## src/rtl/fbar_pkg.sv

```systemverilog
// Shared constants for the fieldbus acyclic register access link.
package fbar_pkg;
    localparam int FBAR_SLOT_W = 4;
    localparam int FBAR_INDEX_W = 12;
    localparam int FBAR_LEN_W = 3;
    localparam logic [FBAR_SLOT_W-1:0] FBAR_SLOT_MIN = 4'h1;
    localparam logic [FBAR_SLOT_W-1:0] FBAR_SLOT_MAX = 4'hc;
    localparam logic [FBAR_SLOT_W-1:0] FBAR_CYC_SLOTS = 4'h4;
    localparam logic [FBAR_INDEX_W-1:0] FBAR_VARIANT_MUL = 12'h0ff;
    localparam logic [15:0] FBAR_REG_REMOTE = 16'h0192;
    localparam logic [15:0] FBAR_REG_ISET = 16'h01f5;
    localparam logic [15:0] FBAR_REG_STATUS = 16'h01f9;
    localparam logic [15:0] FBAR_REG_VOLT = 16'h01fb;
    localparam logic [15:0] FBAR_REG_CURR = 16'h01fc;
    localparam logic [15:0] FBAR_REG_POWER = 16'h01fd;
    localparam logic [FBAR_SLOT_W-1:0] FBAR_SLOT_REMOTE = 4'h2;
    localparam logic [FBAR_INDEX_W-1:0] FBAR_IDX_REMOTE = 12'h001;
    localparam logic [FBAR_SLOT_W-1:0] FBAR_SLOT_ISET = 4'h2;
    localparam logic [FBAR_INDEX_W-1:0] FBAR_IDX_ISET = 12'h018;
    localparam logic [FBAR_SLOT_W-1:0] FBAR_SLOT_STATUS = 4'h1;
    localparam logic [FBAR_INDEX_W-1:0] FBAR_IDX_STATUS = 12'h001;
    localparam logic [FBAR_SLOT_W-1:0] FBAR_SLOT_VOLT = 4'h2;
    localparam logic [FBAR_INDEX_W-1:0] FBAR_IDX_VOLT = 12'h01c;
    localparam logic [FBAR_INDEX_W-1:0] FBAR_IDX_CURR = 12'h01d;
    localparam logic [FBAR_INDEX_W-1:0] FBAR_IDX_POWER = 12'h01e;
    localparam logic [15:0] FBAR_REMOTE_ON = 16'hff00;
    localparam logic [15:0] FBAR_REMOTE_OFF = 16'h0000;
    localparam logic [15:0] FBAR_PCT_MAX = 16'hcccc;
    localparam logic [FBAR_LEN_W-1:0] FBAR_LEN_WORD = 3'h2;
    localparam logic [FBAR_LEN_W-1:0] FBAR_LEN_VI = 3'h4;
    localparam logic [FBAR_LEN_W-1:0] FBAR_LEN_VIP = 3'h6;
    localparam int FBAR_ST_MASTER = 6;
    localparam int FBAR_ST_OUTON = 7;
    localparam int FBAR_ST_CCREG = 10;
    localparam int FBAR_ST_SINK = 12;
    localparam int FBAR_ST_REMOTE = 11;
    localparam logic [1:0] FBAR_RSP_OK = 2'h0;
    localparam logic [1:0] FBAR_RSP_NOIDX = 2'h1;
    localparam logic [1:0] FBAR_RSP_DENIED = 2'h2;
    localparam logic [1:0] FBAR_RSP_RANGE = 2'h3;
    localparam logic [7:0] FBAR_CMD_ADDR = 8'h00;
    localparam logic [7:0] FBAR_IDXR_ADDR = 8'h01;
    localparam logic [7:0] FBAR_WDATA_ADDR = 8'h02;
    localparam logic [7:0] FBAR_STAT_ADDR = 8'h03;
    localparam logic [7:0] FBAR_RD0_ADDR = 8'h04;
    localparam logic [7:0] FBAR_RD1_ADDR = 8'h05;
    localparam logic [7:0] FBAR_RD2_ADDR = 8'h06;
    localparam logic [7:0] FBAR_CYC_ADDR = 8'h07;
    localparam int FBAR_CMD_GO = 0;
    localparam int FBAR_CMD_WR = 1;
    localparam int FBAR_CMD_VAR = 2;
endpackage

```

## src/rtl/fbar_link_if.sv

```systemverilog
// Link between the fieldbus master end and the device end.
`timescale 1ns/1ps
interface fbar_link_if;
    import fbar_pkg::*;
    logic req;
    logic req_write;
    logic [FBAR_SLOT_W-1:0] req_slot;
    logic [FBAR_INDEX_W-1:0] req_index;
    logic [FBAR_LEN_W-1:0] req_len;
    logic [15:0] req_wdata;
    logic rsp;
    logic [1:0] rsp_code;
    logic [47:0] rsp_rdata;
    logic [79:0] cyc_data;
    modport master (output req, output req_write, output req_slot,
        output req_index, output req_len, output req_wdata,
        input rsp, input rsp_code, input rsp_rdata, input cyc_data);
    modport device (input req, input req_write, input req_slot,
        input req_index, input req_len, input req_wdata,
        output rsp, output rsp_code, output rsp_rdata, output cyc_data);
endinterface

```

## src/rtl/fbar_device.sv

```systemverilog
// Device end: acyclic register access decode, remote gating and cyclic data.
`timescale 1ns/1ps
// Summary of operation
// - Accesses address slot one to twelve plus index.
// - Unmapped slot and index is answered unsupported.
// - Master maps index per fieldbus variant.
// - 0xff00 requests remote, 0x0000 returns manual.
// - Remote may be refused; off after reset.
// - Set commands accepted only while remote.
// - Reads always answered, next cycle.
// - Set values are percent codes up to 0xcccc.
// - Four byte read returns voltage then current.
// - Six byte read adds power word.
// - Cyclic slots one to four carry status and actuals.
// - Status bits 6, 7, 10: master, output, constant current.
// - Status bit 12 shows sink mode.
// - Master inverts sink current and power itself.
// - Master verifies writes by reading back.
module fbar_device
    import fbar_pkg::*;
(
    input wire logic sys_clk,
    input wire logic rst_b,
    fbar_link_if.device link,
    input wire logic remote_allowed,
    input wire logic master_cfg,
    input wire logic output_on,
    input wire logic cc_regulation,
    input wire logic sink_mode,
    input wire logic [15:0] volt_meas,
    input wire logic [15:0] curr_meas,
    input wire logic [15:0] power_meas,
    output logic remote_active,
    output logic [15:0] current_setpoint
);
    logic remote_r;
    logic [15:0] iset_r;
    logic rsp_r;
    logic [1:0] code_r;
    logic [47:0] rdata_r;
    logic [79:0] cyc_r;
    logic [31:0] status_w;
    logic slot_ok;
    logic hit_remote;
    logic hit_iset;
    logic hit_status;
    logic hit_volt;
    logic hit_curr;
    logic hit_power;
    logic rd_ok;
    logic wr_ok;
    logic [1:0] code_nxt;
    logic [47:0] rdata_nxt;
    logic [FBAR_INDEX_W-1:0] idx_base;
    logic [FBAR_INDEX_W-1:0] idx_eff;

    always_comb begin
        status_w = '0;
        status_w[FBAR_ST_MASTER] = master_cfg;
        status_w[FBAR_ST_OUTON] = output_on;
        status_w[FBAR_ST_CCREG] = cc_regulation;
        status_w[FBAR_ST_REMOTE] = remote_r;
        status_w[FBAR_ST_SINK] = sink_mode;
    end

    // The second variant folds the slot into the index. Mapped indices stay
    // far below the folded base, so both forms decode without ambiguity.
    assign idx_base = FBAR_INDEX_W'(link.req_slot * FBAR_VARIANT_MUL
        + 12'h001);
    assign idx_eff = (link.req_index >= idx_base)
        ? link.req_index - idx_base : link.req_index;

    // Slot range check first, so a stray slot never aliases a mapped index.
    assign slot_ok = (link.req_slot >= FBAR_SLOT_MIN)
        && (link.req_slot <= FBAR_SLOT_MAX);
    assign hit_remote = slot_ok && link.req_slot == FBAR_SLOT_REMOTE
        && idx_eff == FBAR_IDX_REMOTE;
    assign hit_iset = slot_ok && link.req_slot == FBAR_SLOT_ISET
        && idx_eff == FBAR_IDX_ISET;
    assign hit_status = slot_ok && link.req_slot == FBAR_SLOT_STATUS
        && idx_eff == FBAR_IDX_STATUS;
    assign hit_volt = slot_ok && link.req_slot == FBAR_SLOT_VOLT
        && idx_eff == FBAR_IDX_VOLT;
    assign hit_curr = slot_ok && link.req_slot == FBAR_SLOT_VOLT
        && idx_eff == FBAR_IDX_CURR;
    assign hit_power = slot_ok && link.req_slot == FBAR_SLOT_VOLT
        && idx_eff == FBAR_IDX_POWER;

    always_comb begin
        code_nxt = FBAR_RSP_OK;
        rdata_nxt = '0;
        rd_ok = 1'b0;
        wr_ok = 1'b0;
        if (link.req_write) begin
            if (!(hit_remote || hit_iset)) begin
                code_nxt = FBAR_RSP_NOIDX;
            end else if (hit_iset && !remote_r) begin
                code_nxt = FBAR_RSP_DENIED;
            end else if (hit_iset && link.req_wdata > FBAR_PCT_MAX) begin
                code_nxt = FBAR_RSP_RANGE;
            end else if (hit_remote && link.req_wdata != FBAR_REMOTE_ON
                && link.req_wdata != FBAR_REMOTE_OFF) begin
                code_nxt = FBAR_RSP_RANGE;
            end else if (hit_remote && link.req_wdata == FBAR_REMOTE_ON
                && !remote_allowed) begin
                code_nxt = FBAR_RSP_DENIED;
            end else begin
                wr_ok = 1'b1;
            end
        end else begin
            rd_ok = 1'b1;
            if (hit_status) begin
                rdata_nxt[31:0] = status_w;
            end else if (hit_volt && link.req_len == FBAR_LEN_VIP) begin
                rdata_nxt = {volt_meas, curr_meas, power_meas};
            end else if (hit_volt && link.req_len == FBAR_LEN_VI) begin
                rdata_nxt[31:0] = {volt_meas, curr_meas};
            end else if (hit_volt) begin
                rdata_nxt[15:0] = volt_meas;
            end else if (hit_curr) begin
                rdata_nxt[15:0] = curr_meas;
            end else if (hit_power) begin
                rdata_nxt[15:0] = power_meas;
            end else if (hit_remote) begin
                rdata_nxt[15:0] = remote_r ? FBAR_REMOTE_ON : FBAR_REMOTE_OFF;
            end else if (hit_iset) begin
                rdata_nxt[15:0] = iset_r;
            end else begin
                rd_ok = 1'b0;
                code_nxt = FBAR_RSP_NOIDX;
            end
        end
    end

    always_ff @(posedge sys_clk) begin
        if (!rst_b) begin
            remote_r <= 1'b0;
        end else if (link.req && wr_ok && hit_remote) begin
            remote_r <= (link.req_wdata == FBAR_REMOTE_ON);
        end
    end

    always_ff @(posedge sys_clk) begin
        if (!rst_b) begin
            iset_r <= 16'h0000;
        end else if (link.req && wr_ok && hit_iset) begin
            iset_r <= link.req_wdata;
        end
    end

    always_ff @(posedge sys_clk) begin
        if (!rst_b) begin
            rsp_r <= 1'b0;
            code_r <= FBAR_RSP_OK;
            rdata_r <= '0;
        end else begin
            rsp_r <= link.req;
            if (link.req) begin
                code_r <= code_nxt;
                rdata_r <= rd_ok ? rdata_nxt : 48'h000000000000;
            end
        end
    end

    // The cyclic image holds status and actuals only, reloaded every cycle.
    always_ff @(posedge sys_clk) begin
        if (!rst_b) begin
            cyc_r <= '0;
        end else begin
            cyc_r <= {status_w, volt_meas, curr_meas, power_meas};
        end
    end

    assign link.rsp = rsp_r;
    assign link.rsp_code = code_r;
    assign link.rsp_rdata = rdata_r;
    assign link.cyc_data = cyc_r;
    assign remote_active = remote_r;
    assign current_setpoint = iset_r;
endmodule

```

## src/flat_wrapper.sv

```systemverilog
// flat-port wrapper written by rule: the top's interface ports become plain ports
module fbar_device_flat import fbar_pkg::*;
  (sys_clk, rst_b, remote_allowed, master_cfg, output_on, cc_regulation, sink_mode, volt_meas, curr_meas, power_meas, remote_active, current_setpoint, link_req, link_req_write, link_req_slot, link_req_index, link_req_len, link_req_wdata, link_rsp, link_rsp_code, link_rsp_rdata, link_cyc_data);
  fbar_link_if link_i ();
  input wire logic sys_clk;
  input wire logic rst_b;
  input wire logic remote_allowed;
  input wire logic master_cfg;
  input wire logic output_on;
  input wire logic cc_regulation;
  input wire logic sink_mode;
  input wire logic [15:0] volt_meas;
  input wire logic [15:0] curr_meas;
  input wire logic [15:0] power_meas;
  output logic remote_active;
  output logic [15:0] current_setpoint;
  input wire logic [$bits(link_i.req)-1:0] link_req;
  input wire logic [$bits(link_i.req_write)-1:0] link_req_write;
  input wire logic [$bits(link_i.req_slot)-1:0] link_req_slot;
  input wire logic [$bits(link_i.req_index)-1:0] link_req_index;
  input wire logic [$bits(link_i.req_len)-1:0] link_req_len;
  input wire logic [$bits(link_i.req_wdata)-1:0] link_req_wdata;
  output wire logic [$bits(link_i.rsp)-1:0] link_rsp;
  output wire logic [$bits(link_i.rsp_code)-1:0] link_rsp_code;
  output wire logic [$bits(link_i.rsp_rdata)-1:0] link_rsp_rdata;
  output wire logic [$bits(link_i.cyc_data)-1:0] link_cyc_data;
  assign link_i.req = link_req;
  assign link_i.req_write = link_req_write;
  assign link_i.req_slot = link_req_slot;
  assign link_i.req_index = link_req_index;
  assign link_i.req_len = link_req_len;
  assign link_i.req_wdata = link_req_wdata;
  assign link_rsp = link_i.rsp;
  assign link_rsp_code = link_i.rsp_code;
  assign link_rsp_rdata = link_i.rsp_rdata;
  assign link_cyc_data = link_i.cyc_data;
  fbar_device u_core (.sys_clk(sys_clk), .rst_b(rst_b), .link(link_i), .remote_allowed(remote_allowed), .master_cfg(master_cfg), .output_on(output_on), .cc_regulation(cc_regulation), .sink_mode(sink_mode), .volt_meas(volt_meas), .curr_meas(curr_meas), .power_meas(power_meas), .remote_active(remote_active), .current_setpoint(current_setpoint));
endmodule
```

## config.mk

```make
export PLATFORM = sky130hd
export DESIGN_NAME = fbar_device_flat
export DESIGN_NICKNAME = d
export VERILOG_FILES = /design/src/rtl/fbar_pkg.sv /design/src/rtl/fbar_link_if.sv /design/src/rtl/fbar_device.sv /design/src/flat_wrapper.sv
export SDC_FILE = /design/constraint.sdc
export NUM_CORES = 1
export LEC_CHECK = 0
export BUFFER_PORTS_ARGS = -buffer_cell sky130_fd_sc_hd__buf_2
export CAP_MARGIN = 20
export CORE_MARGIN = 4
export CORE_UTILIZATION = 48
export CTS_BUF_LIST = sky130_fd_sc_hd__clkbuf_8
export CTS_CLUSTER_DIAMETER = 50
export CTS_CLUSTER_SIZE = 12
export DETAILED_ROUTE_END_ITERATION = 8
export HOLD_SLACK_MARGIN = 0.03
export PLACE_DENSITY_LB_ADDON = 0.25
export SYNTH_ARGS = -nofsm -noshare
export SYNTH_HDL_FRONTEND = slang
export SYNTH_SLANG_ARGS = --single-unit
```

## constraint.sdc

```tcl
create_clock -name sys_clk -period 17.3 [get_ports sys_clk]
set_input_delay 4.325 -clock sys_clk [delete_from_list [all_inputs] [get_ports sys_clk]]
set_output_delay 4.325 -clock sys_clk [all_outputs]
set_load 0.1 [all_outputs]
```

==> flow_summary.ini, run 1 <==
[critical_path]
crit_type = input pin to flip-flop
required_ps = 17670
endpoint_kind = flip-flop
worstPathArrival_ps = 10490
start_kind = input pin
cp_max_fo = 17

[power_and_ir_drop]
power.density_mw_per_mm2 = 105
p_comb_share_pct = 38.4
ir_worst_vdd_v = 0.0000488
p_clk_share_pct = 28.0
power_frac_seq_pct = 33.7
p_sw_share_pct = 42.4
p_switching_mw = 0.361
p_leak_nw = 3.67
p_int_mw = 0.490

[clock_tree]
root_buffer = clkbuf_8
clock_path_buffers = 2
cts-resized-gates = 0
cts_tree = yes
cts.sinks = 121
cts_made_buffers = 17
clk_latency_ps = 460
h-tree-depth = 4
cts_setup_buffers = 0
cts-hold-fix-buffers = 0
clkTransAtPathRegs_ps = 80

[route]
wl_met1_um = 9280
wl_per_cell_um = 17.9
drc_errors = 0
wl_um = 20600
wl_met2_um = 9230
dr.first_iter.drc_count = 555
first_pass_iters = 5
vias = 6538
dr.max_layer_used = met4
vias_per_cell = 5.69
antenna_left = 0
dr_wl_met3_um = 1640

[finish]
diodes = 0
syn_to_final_growth_pct = 20.4
n_fill_cell = 1291
fin_util_pct = 58.7
drive_gt1_share_pct = 28.5
layout.nets = 1086
multiInputGateArea_mm2 = 0.00393
ff_latch_area_mm2 = 0.00242

[sta]
max_freq_mhz = 98.9
drv_slew = 0
fin_skew_ps = 6.73
min_period_ps = 10110
worst_pin_slew_ps = 1070
finalCritPeriodShare_pct = 58.5
finalHoldViolations = 0
rsz0062_at_grt = no
fin_setup_tns_ps = 0
finalSetupViolCount = 0
relSlewSlack_pct = 28.4

[floorplan]
core_area_mm2 = 0.0138
die_w_um = 127
io_pins = 240
dieArea_mm2 = 0.0160
start_util_pct = 48.8
num_rows = 43
fp.dieH_um = 127

[synth]
synth_top_area_share_pct = 35.9
yosys.area.top_type = dfxtp_1
async_flop_share_pct = 0
ys.warnings.count = 0
avgSynthCellArea_um2 = 8.82
synth.distinct_cells = 85
synth_edf_count = 0
ys_seq_elements = 121
ys.flop_type = dfxtp_1
synthTopCellsByArea = dfxtp_1 36%, ha_1 5.8%, and2_1 4.9%
yosysSeqAreaShare_pct = 35.9
synthesis.area_mm2 = 0.00674
syn_inst = 764

[global_routing]
overflow = 0
antenna_found_initial = 0
grt_pass1_vias = 6024
grt_usage_pct = 24.8
grt_max_degree = 75
grt_pass1_wl_um = 32000

[hold_path]
hp-class = flip-flop to flip-flop

[placed_design]
hpwlAfterDp_um = 15900
io_buffers = 212
place_congestion = 0.949

[flow_run]
cap_violations = 0

[outcome]
status = completed
[registers in the layout, summed over array words and instances (netlist names)]
| signal | cells |
|---|---|
| u_core.current_setpoint | 16 |
| u_core.link.cyc_data | 53 |
| u_core.link.rsp | 1 |
| u_core.link.rsp_code | 2 |
| u_core.link.rsp_rdata | 48 |
| u_core.remote_active | 1 |
[final cells by class]
type	count	area share, %
tap	180	2.77
sequential	121	29.8
multi-input combinational	575	48.4
inverter	27	1.25
timing repair buffer	214	13.3
clock inverter	12	1.09
clock buffer	20	3.39
[critical path, cell delays in order]
cell      delay [ps]
buf_2            130
fa_1             640
fa_1             450
ha_1             350
a21o_1           190
a21oi_1          260
inv_1             70
a21oi_1          150
o21bai_1         100
a22o_1           200
a21oi_1          170
xor2_1            90
ha_1             400
nand4_1          200
a2111o_1         480
nand2_2          250
a41oi_2          320
nor3_2           430
nand4_2          460
or2_0            550
o221ai_2         240
[power by group through the flow]
stage,registers (mW),clock network [mW],logic [mW]
detailed placement,0.293,0,0.323
finish,0.287,0.238,0.327
global route,0.287,0.253,0.353
floorplan,0.342,0,0.214
CTS,0.287,0.240,0.325
global placement,0.293,0,0.321
[worst paths after layout]
check                             from                          end  slack, ps  cells after the start
min reg2reg  u_core.link.rsp_rdata[30]    u_core.link.rsp_rdata[30]        460                      2
max reg2reg       u_core.remote_active  u_core.current_setpoint[15]      15310                      6
min          u_core.link.rsp_rdata[30]    u_core.link.rsp_rdata[30]        460                      2
max                   link_req_slot[1]     u_core.link.rsp_rdata[4]       7190                     21
[logic make-up (layout without fill, tap and decap cells)]
kind of cell	count (synthesis)	count (layout)	share of synthesized area (%)
AND/OR/NAND/NOR	259	259	20.6
AO/OA/AOI/OAI	232	232	25.5
buffers and inverters	94	273	7.33
XOR/XNOR	12	12	1.56
other	1	27	0.0556
flip-flops	121	121	35.9
adder cells (fa/ha/maj)	38	38	7.83
multiplexers	7	7	1.13
[Yosys cell counts, types with 3 or more instances]
cell type    n
nor2_1      34
a2111o_1     3
or3_1       16
a21boi_1    16
a21o_1       8
nand3b_1     3
a31oi_1      4
nand2_1     60
o2111ai_1    4
o22ai_1      7
a21oi_1     26
inv_1       27
and3_1       3
and2_1      53
a22o_1      17
nor3_1       7
o31ai_1      6
a21boi_0     3
mux2i_1      5
o211ai_1     4
nand3_1     27
nor4_1       9
a221oi_1     8
buf_4       29
nand4_1     13
ha_1        31
dfxtp_1    121
xnor2_1      3
o21ai_0     54
clkbuf_1    27
o221ai_1     7
xor2_1       9
o21ai_1     15
buf_6        3
fa_1         7
buf_2        7
a22oi_1      6
a221o_1      8
nor2b_1     10
o221ai_2     7
nand2b_1     6
[cells in the final DEF, fill, tap and decap left out, types with 13 or more instances in the layout]
cell | Yosys | final
buf_2 | 7 | 212
dfxtp_1 | 121 | 121
nand2_1 | 60 | 60
o21ai_0 | 54 | 54
and2_1 | 53 | 53
nor2_1 | 34 | 34
ha_1 | 31 | 31
inv_1 | 27 | 27
nand3_1 | 27 | 27
conb_1 | 1 | 27
a21oi_1 | 26 | 26
clkbuf_8 | 0 | 20
a22o_1 | 17 | 17
or3_1 | 16 | 16
a21boi_1 | 16 | 16
o21ai_1 | 15 | 15
nand4_1 | 13 | 13
[metrics by stage]
stage                     worst slack (ps)  instance area (um^2)  power, mW  std cells  hold slack (ps)
after floorplan                       7970                  6840      0.556        790              882
after global placement                6940                  7750      0.614       1117              430
after detailed placement              6820                  7750      0.616       1117              443
after CTS                             7280                  8120      0.851       1149              459
after global routing                  6740                  8120      0.893       1149              480
final                                 7190                  8120      0.852       1149              455
[layer usage]
metal	GRT usage [%]	vias to the layer above
met2	38.0	303
met1	34.6	3078
li1	-	3123
met3	5.64	34
met4	8.08	0
met5	0	-
(Power assumes the default switching activity.)
==> inputs of run 2 (changes only) <==
- ABC_AREA: not set -> 1
- clock period: 17.3 -> 8.6 ns (I/O delays scaled with it)
==> flow_summary.ini, run 2 <==
[outcome]
status = completed

[sta]
setup_ws_ps = 957
finalCritPeriodShare_pct = 88.9
min_period_ps = 7640
fin_skew_ps = 6.54
fin_setup_tns_ps = 0
drv_slew = 0
worst_pin_slew_ps = 1060
finalSetupViolCount = 0
finalHoldViolations = 0
max_freq_mhz = 131
whs_ps = 453
rsz0062_at_grt = no
relSlewSlack_pct = 29.6

[synth]
avgSynthCellArea_um2 = 6.41
async_flop_share_pct = 0
syn_inst = 1208
yosysSeqAreaShare_pct = 31.3
yosys.area.top_type = dfxtp_1
synth_top_area_share_pct = 31.3
ys.flop_type = dfxtp_1
ys_seq_elements = 121
synth.most_common_cell = nand2_1
synthTopCellsByCount = 395 x nand2_1, 186 x inv_1, 121 x dfxtp_1
synth_edf_count = 0
synthTopCellsByArea = dfxtp_1 31%, nand2_1 19%, inv_1 9.0%
ys.warnings.count = 0
synth.distinct_cells = 45
synthesis.area_mm2 = 0.00774

[finish]
mostFrequentLayoutCell = nand2_1
drive_gt1_share_pct = 21.0
largest_register_ffs = 53
syn_to_final_growth_pct = 19.8
n_fill_cell = 1596
fin_util_pct = 58.6
layout.nets = 1526
diodes = 0
final_cell_mix = 395 x nand2_1, 212 x buf_2, 186 x inv_1
final_cells = 1625
stdcell_area_mm2 = 0.00927

[clock_tree]
cts-resized-gates = 0
clk_latency_ps = 460
clock_path_buffers = 2
clkTransAtPathRegs_ps = 70
h-tree-depth = 4
root_buffer = clkbuf_8
cts.sinks = 121
cts_made_buffers = 17
cts_setup_buffers = 0
cts_tree = yes
cts-hold-fix-buffers = 0

[power_and_ir_drop]
power.density_mw_per_mm2 = 201
p_total_mw = 1.87
ir_worst_vdd_v = 0.0000922
power_frac_seq_pct = 30.9
p_comb_share_pct = 36.2
p_int_mw = 1.11
p_switching_mw = 0.753
p_sw_share_pct = 40.4
p_clk_share_pct = 32.9
p_leak_nw = 5.46

[critical_path]
crit_slowest_cell = fa_1
crit_buf_inv = 4
endpoint_kind = flip-flop
start_kind = input pin
cp_slowest_stage_delay_ps = 660
crit_top_cell = nand2_1
worstPathArrival_ps = 8040
crit_family = simple AND/OR/NAND/NOR gates
required_ps = 9000
crit_type = input pin to flip-flop
cp_max_fo = 15

[floorplan]
die_w_um = 135
fp.dieH_um = 135
core_area_mm2 = 0.0158
num_rows = 46
dieArea_mm2 = 0.0182
start_util_pct = 48.9
io_pins = 240

[global_routing]
grt_pass1_vias = 7242
grt_pass1_wl_um = 36700
grt_usage_pct = 25.3
grt_max_degree = 84
antenna_found_initial = 0
overflow = 0

[placed_design]
place_congestion = 0.887
dpl_cell_area_mm2 = 0.00878
io_buffers = 212
pre_cts_ws_ps = 519
hpwlAfterDp_um = 17700
post-place-cells = 1592

[route]
vias = 7936
drc_errors = 0
vias_per_cell = 4.88
wl_per_cell_um = 14.4
wl_um = 23300
first_pass_iters = 5
dr.first_iter.drc_count = 740
antenna_left = 0

[hold_path]
hp-class = flip-flop to flip-flop

[flow_run]
cap_violations = 0
## run 2: cell count changes after synthesis, sizes merged, moves of 14 or more
cell    previous run  this run
nand2             61       413
inv               27       192
nor2              35        99
and2              54         1
nand4             14        67
a21oi             27        60
a21boi            20         0
a22o              17         0
or3               16         0
o221ai            14         0
## run 2: worst paths after layout
path	startpoint	end	slack [ps]	depth (start not counted)
setup / recovery	link_req_slot[1]	u_core.link.rsp_rdata[8]	960	34
hold / removal	u_core.link.rsp_rdata[1]	u_core.link.rsp_rdata[1]	450	2
setup reg to reg	u_core.remote_active	u_core.link.rsp_rdata[12]	7020	12
hold reg to reg	u_core.link.rsp_rdata[1]	u_core.link.rsp_rdata[1]	450	2
## run 2: worst min-delay path, stage by stage, from the launching register on
cell and delay (ps):
dfxtp_1 310, nand2_1 60, nand2_1 40
## run 2: per-layer routing
layer	global-route usage, %	up-vias	share of wire, %
met2	39.1	325	44
met4	9.63	0	2.7
li1	-	4076	-
met3	6.11	48	8.7
met1	34.3	3487	44
met5	0	-	0
## run 2: area by class of cell
cell class | count | area, um^2 | share of cell area (%)
Sequential cell | 121 | 2420 | 26.1
Clock buffer | 17 | 234 | 2.52
Tap cell | 216 | 270 | 2.92
Timing Repair Buffer | 220 | 1130 | 12.2
Clock inverter | 15 | 238 | 2.56
Multi-Input combinational cell | 841 | 4240 | 45.7
Inverter | 195 | 734 | 7.92
## run 2: cell families (layout without fill, tap and decap cells)
group           after synthesis  after routing  synth area share (%)
simple gates                639            639                  36.8
xor+xnor                     10             10                  1.13
other cells                   1             27                0.0484
compound gates              127            127                  8.68
fa+ha+maj                    38             38                  6.82
flops                       121            121                  31.3
buf+inv                     272            447                  15.2
## run 2: power groups by stage
stage	logic [mW]	registers, mW	clock network (mW)
finish	0.675	0.576	0.614
global route	0.747	0.577	0.643
CTS	0.674	0.576	0.624
detailed placement	0.671	0.589	0
global placement	0.667	0.589	0
floorplan	0.450	0.689	0
==> inputs of run 3 (changes only) <==
- CORE_UTILIZATION: 48 -> 47
- CTS_BUF_LIST: sky130_fd_sc_hd__clkbuf_8 -> not set
==> flow_summary.ini, run 3 (synthesized netlist as in run 2, its figures left out) <==
[outcome]
status = completed

[power_and_ir_drop]
p_comb_share_pct = 34.5
p_int_mw = 1.21
p_clk_share_pct = 36.1
p_sw_share_pct = 38.4
p_switching_mw = 0.755
p_leak_nw = 5.52
power_frac_seq_pct = 29.4
power.density_mw_per_mm2 = 209
ir_worst_vdd_v = 0.000127

[placed_design]
hpwlAfterDp_um = 18200
place_congestion = 0.925
post-place-cells = 1593
pre_cts_ws_ps = 476
io_buffers = 212

[clock_tree]
cts_tree = yes
cts-resized-gates = 0
cts_made_buffers = 17
cts_setup_buffers = 0
cts-hold-fix-buffers = 0
clk_latency_ps = 420
clock_path_buffers = 2
root_buffer = clkbuf_16
h-tree-depth = 4
clkTransAtPathRegs_ps = 50
cts.sinks = 121

[finish]
n_fill_cell = 1613
final_cells = 1626
layout.nets = 1527
syn_to_final_growth_pct = 21.5
final_cell_mix = 395 x nand2_1, 212 x buf_2, 186 x inv_1
mostFrequentLayoutCell = nand2_1
diodes = 0
largest_register_ffs = 53
drive_gt1_share_pct = 21.0

[sta]
drv_slew = 0
finalHoldViolations = 0
relSlewSlack_pct = 30.2
fin_skew_ps = 8.04
whs_ps = 452
setup_ws_ps = 893
finalSetupViolCount = 0
worst_pin_slew_ps = 1040
min_period_ps = 7710
rsz0062_at_grt = no
max_freq_mhz = 130
fin_setup_tns_ps = 0
finalCritPeriodShare_pct = 89.6

[floorplan]
io_pins = 240
core_area_mm2 = 0.0160
num_rows = 46
start_util_pct = 48.4
fp.dieH_um = 136
dieArea_mm2 = 0.0186
die_w_um = 136

[global_routing]
antenna_found_initial = 0
grt_max_degree = 71
grt_pass1_wl_um = 36700
grt_pass1_vias = 7151
overflow = 0
grt_usage_pct = 25.1

[critical_path]
crit_type = input pin to flip-flop
cp_slowest_stage_delay_ps = 660
start_kind = input pin
crit_family = simple AND/OR/NAND/NOR gates
required_ps = 8910
crit_slowest_cell = fa_1
crit_top_cell = a21oi_1
endpoint_kind = flip-flop
cp_max_fo = 33
worstPathArrival_ps = 8020
crit_buf_inv = 5

[route]
vias_per_cell = 4.91
vias = 7986
antenna_left = 0
wl_um = 23800
wl_per_cell_um = 14.7
dr.first_iter.drc_count = 889
drc_errors = 0
first_pass_iters = 5

[hold_path]
hp-class = flip-flop to flip-flop

[flow_run]
cap_violations = 0
-- run 3: cell types whose count changed in the layout (fill, tap and decap cells not counted) --
cell,before,now
buf_12,1,0
buf_16,0,1
buf_4,7,8
bufinv_16,5,2
clkbuf_1,0,1
clkbuf_16,0,17
clkbuf_8,17,3
clkinv_2,1,4
clkinv_4,2,1
clkinvlp_4,1,3
inv_6,4,1
inv_8,2,0
-- run 3: layer usage --
metal  global-route usage [%]  vias to the layer above  share of wire, %
met5                        0                        -                 0
li1                         -                     4078                 -
met2                     39.4                      364                45
met4                     8.62                        0               2.5
met3                     7.92                       44               9.5
met1                     32.8                     3500                43
-- run 3: metrics by stage --
step / area, um^2 / power [mW] / utilization (%)
finish: 9400 / 1.96 / 58.8
global route: 9400 / 2.06 / 58.8
CTS: 9380 / 1.97 / 58.6
detailed placement: 8790 / 1.26 / 54.9
global placement: 8790 / 1.26 / 54.9
floorplan: 7840 / 1.14 / -
-- run 3: power groups by stage --
stage / clock (mW) / combinational, mW / sequential (mW)
final: 0.709 / 0.678 / 0.577
after global routing: 0.740 / 0.746 / 0.578
after CTS: 0.721 / 0.676 / 0.577
after detailed placement: 0 / 0.674 / 0.589
after global placement: 0 / 0.670 / 0.589
after floorplan: 0 / 0.450 / 0.689
-- run 3: worst paths after layout --
kind	cells past startpoint	slack [ps]	start	end
worst max register to register	12	6990	u_core.remote_active	u_core.link.rsp_rdata[13]
worst max-delay path	30	890	link_req_slot[1]	u_core.link.rsp_rdata[32]
worst min-delay path	2	450	u_core.link.rsp_rdata[11]	u_core.link.rsp_rdata[11]
worst min register to register	2	450	u_core.link.rsp_rdata[11]	u_core.link.rsp_rdata[11]
-- run 3: area by class of cell --
type / instances / area [um^2] / share of cell area, %
multi-input cells: 841 / 4240 / 45.1
flip-flops and latches: 121 / 2420 / 25.8
repair buffers: 221 / 1150 / 12.2
inverters: 195 / 734 / 7.81
clock buffers: 21 / 470 / 5.00
well taps: 216 / 270 / 2.87
clock inverters: 11 / 120 / 1.28
-- run 3: tightest hold or removal path: stages, from the launching register on --
cell and delay [ps]:
dfxtp_1 300, nand2_1 60, nand2_1 40
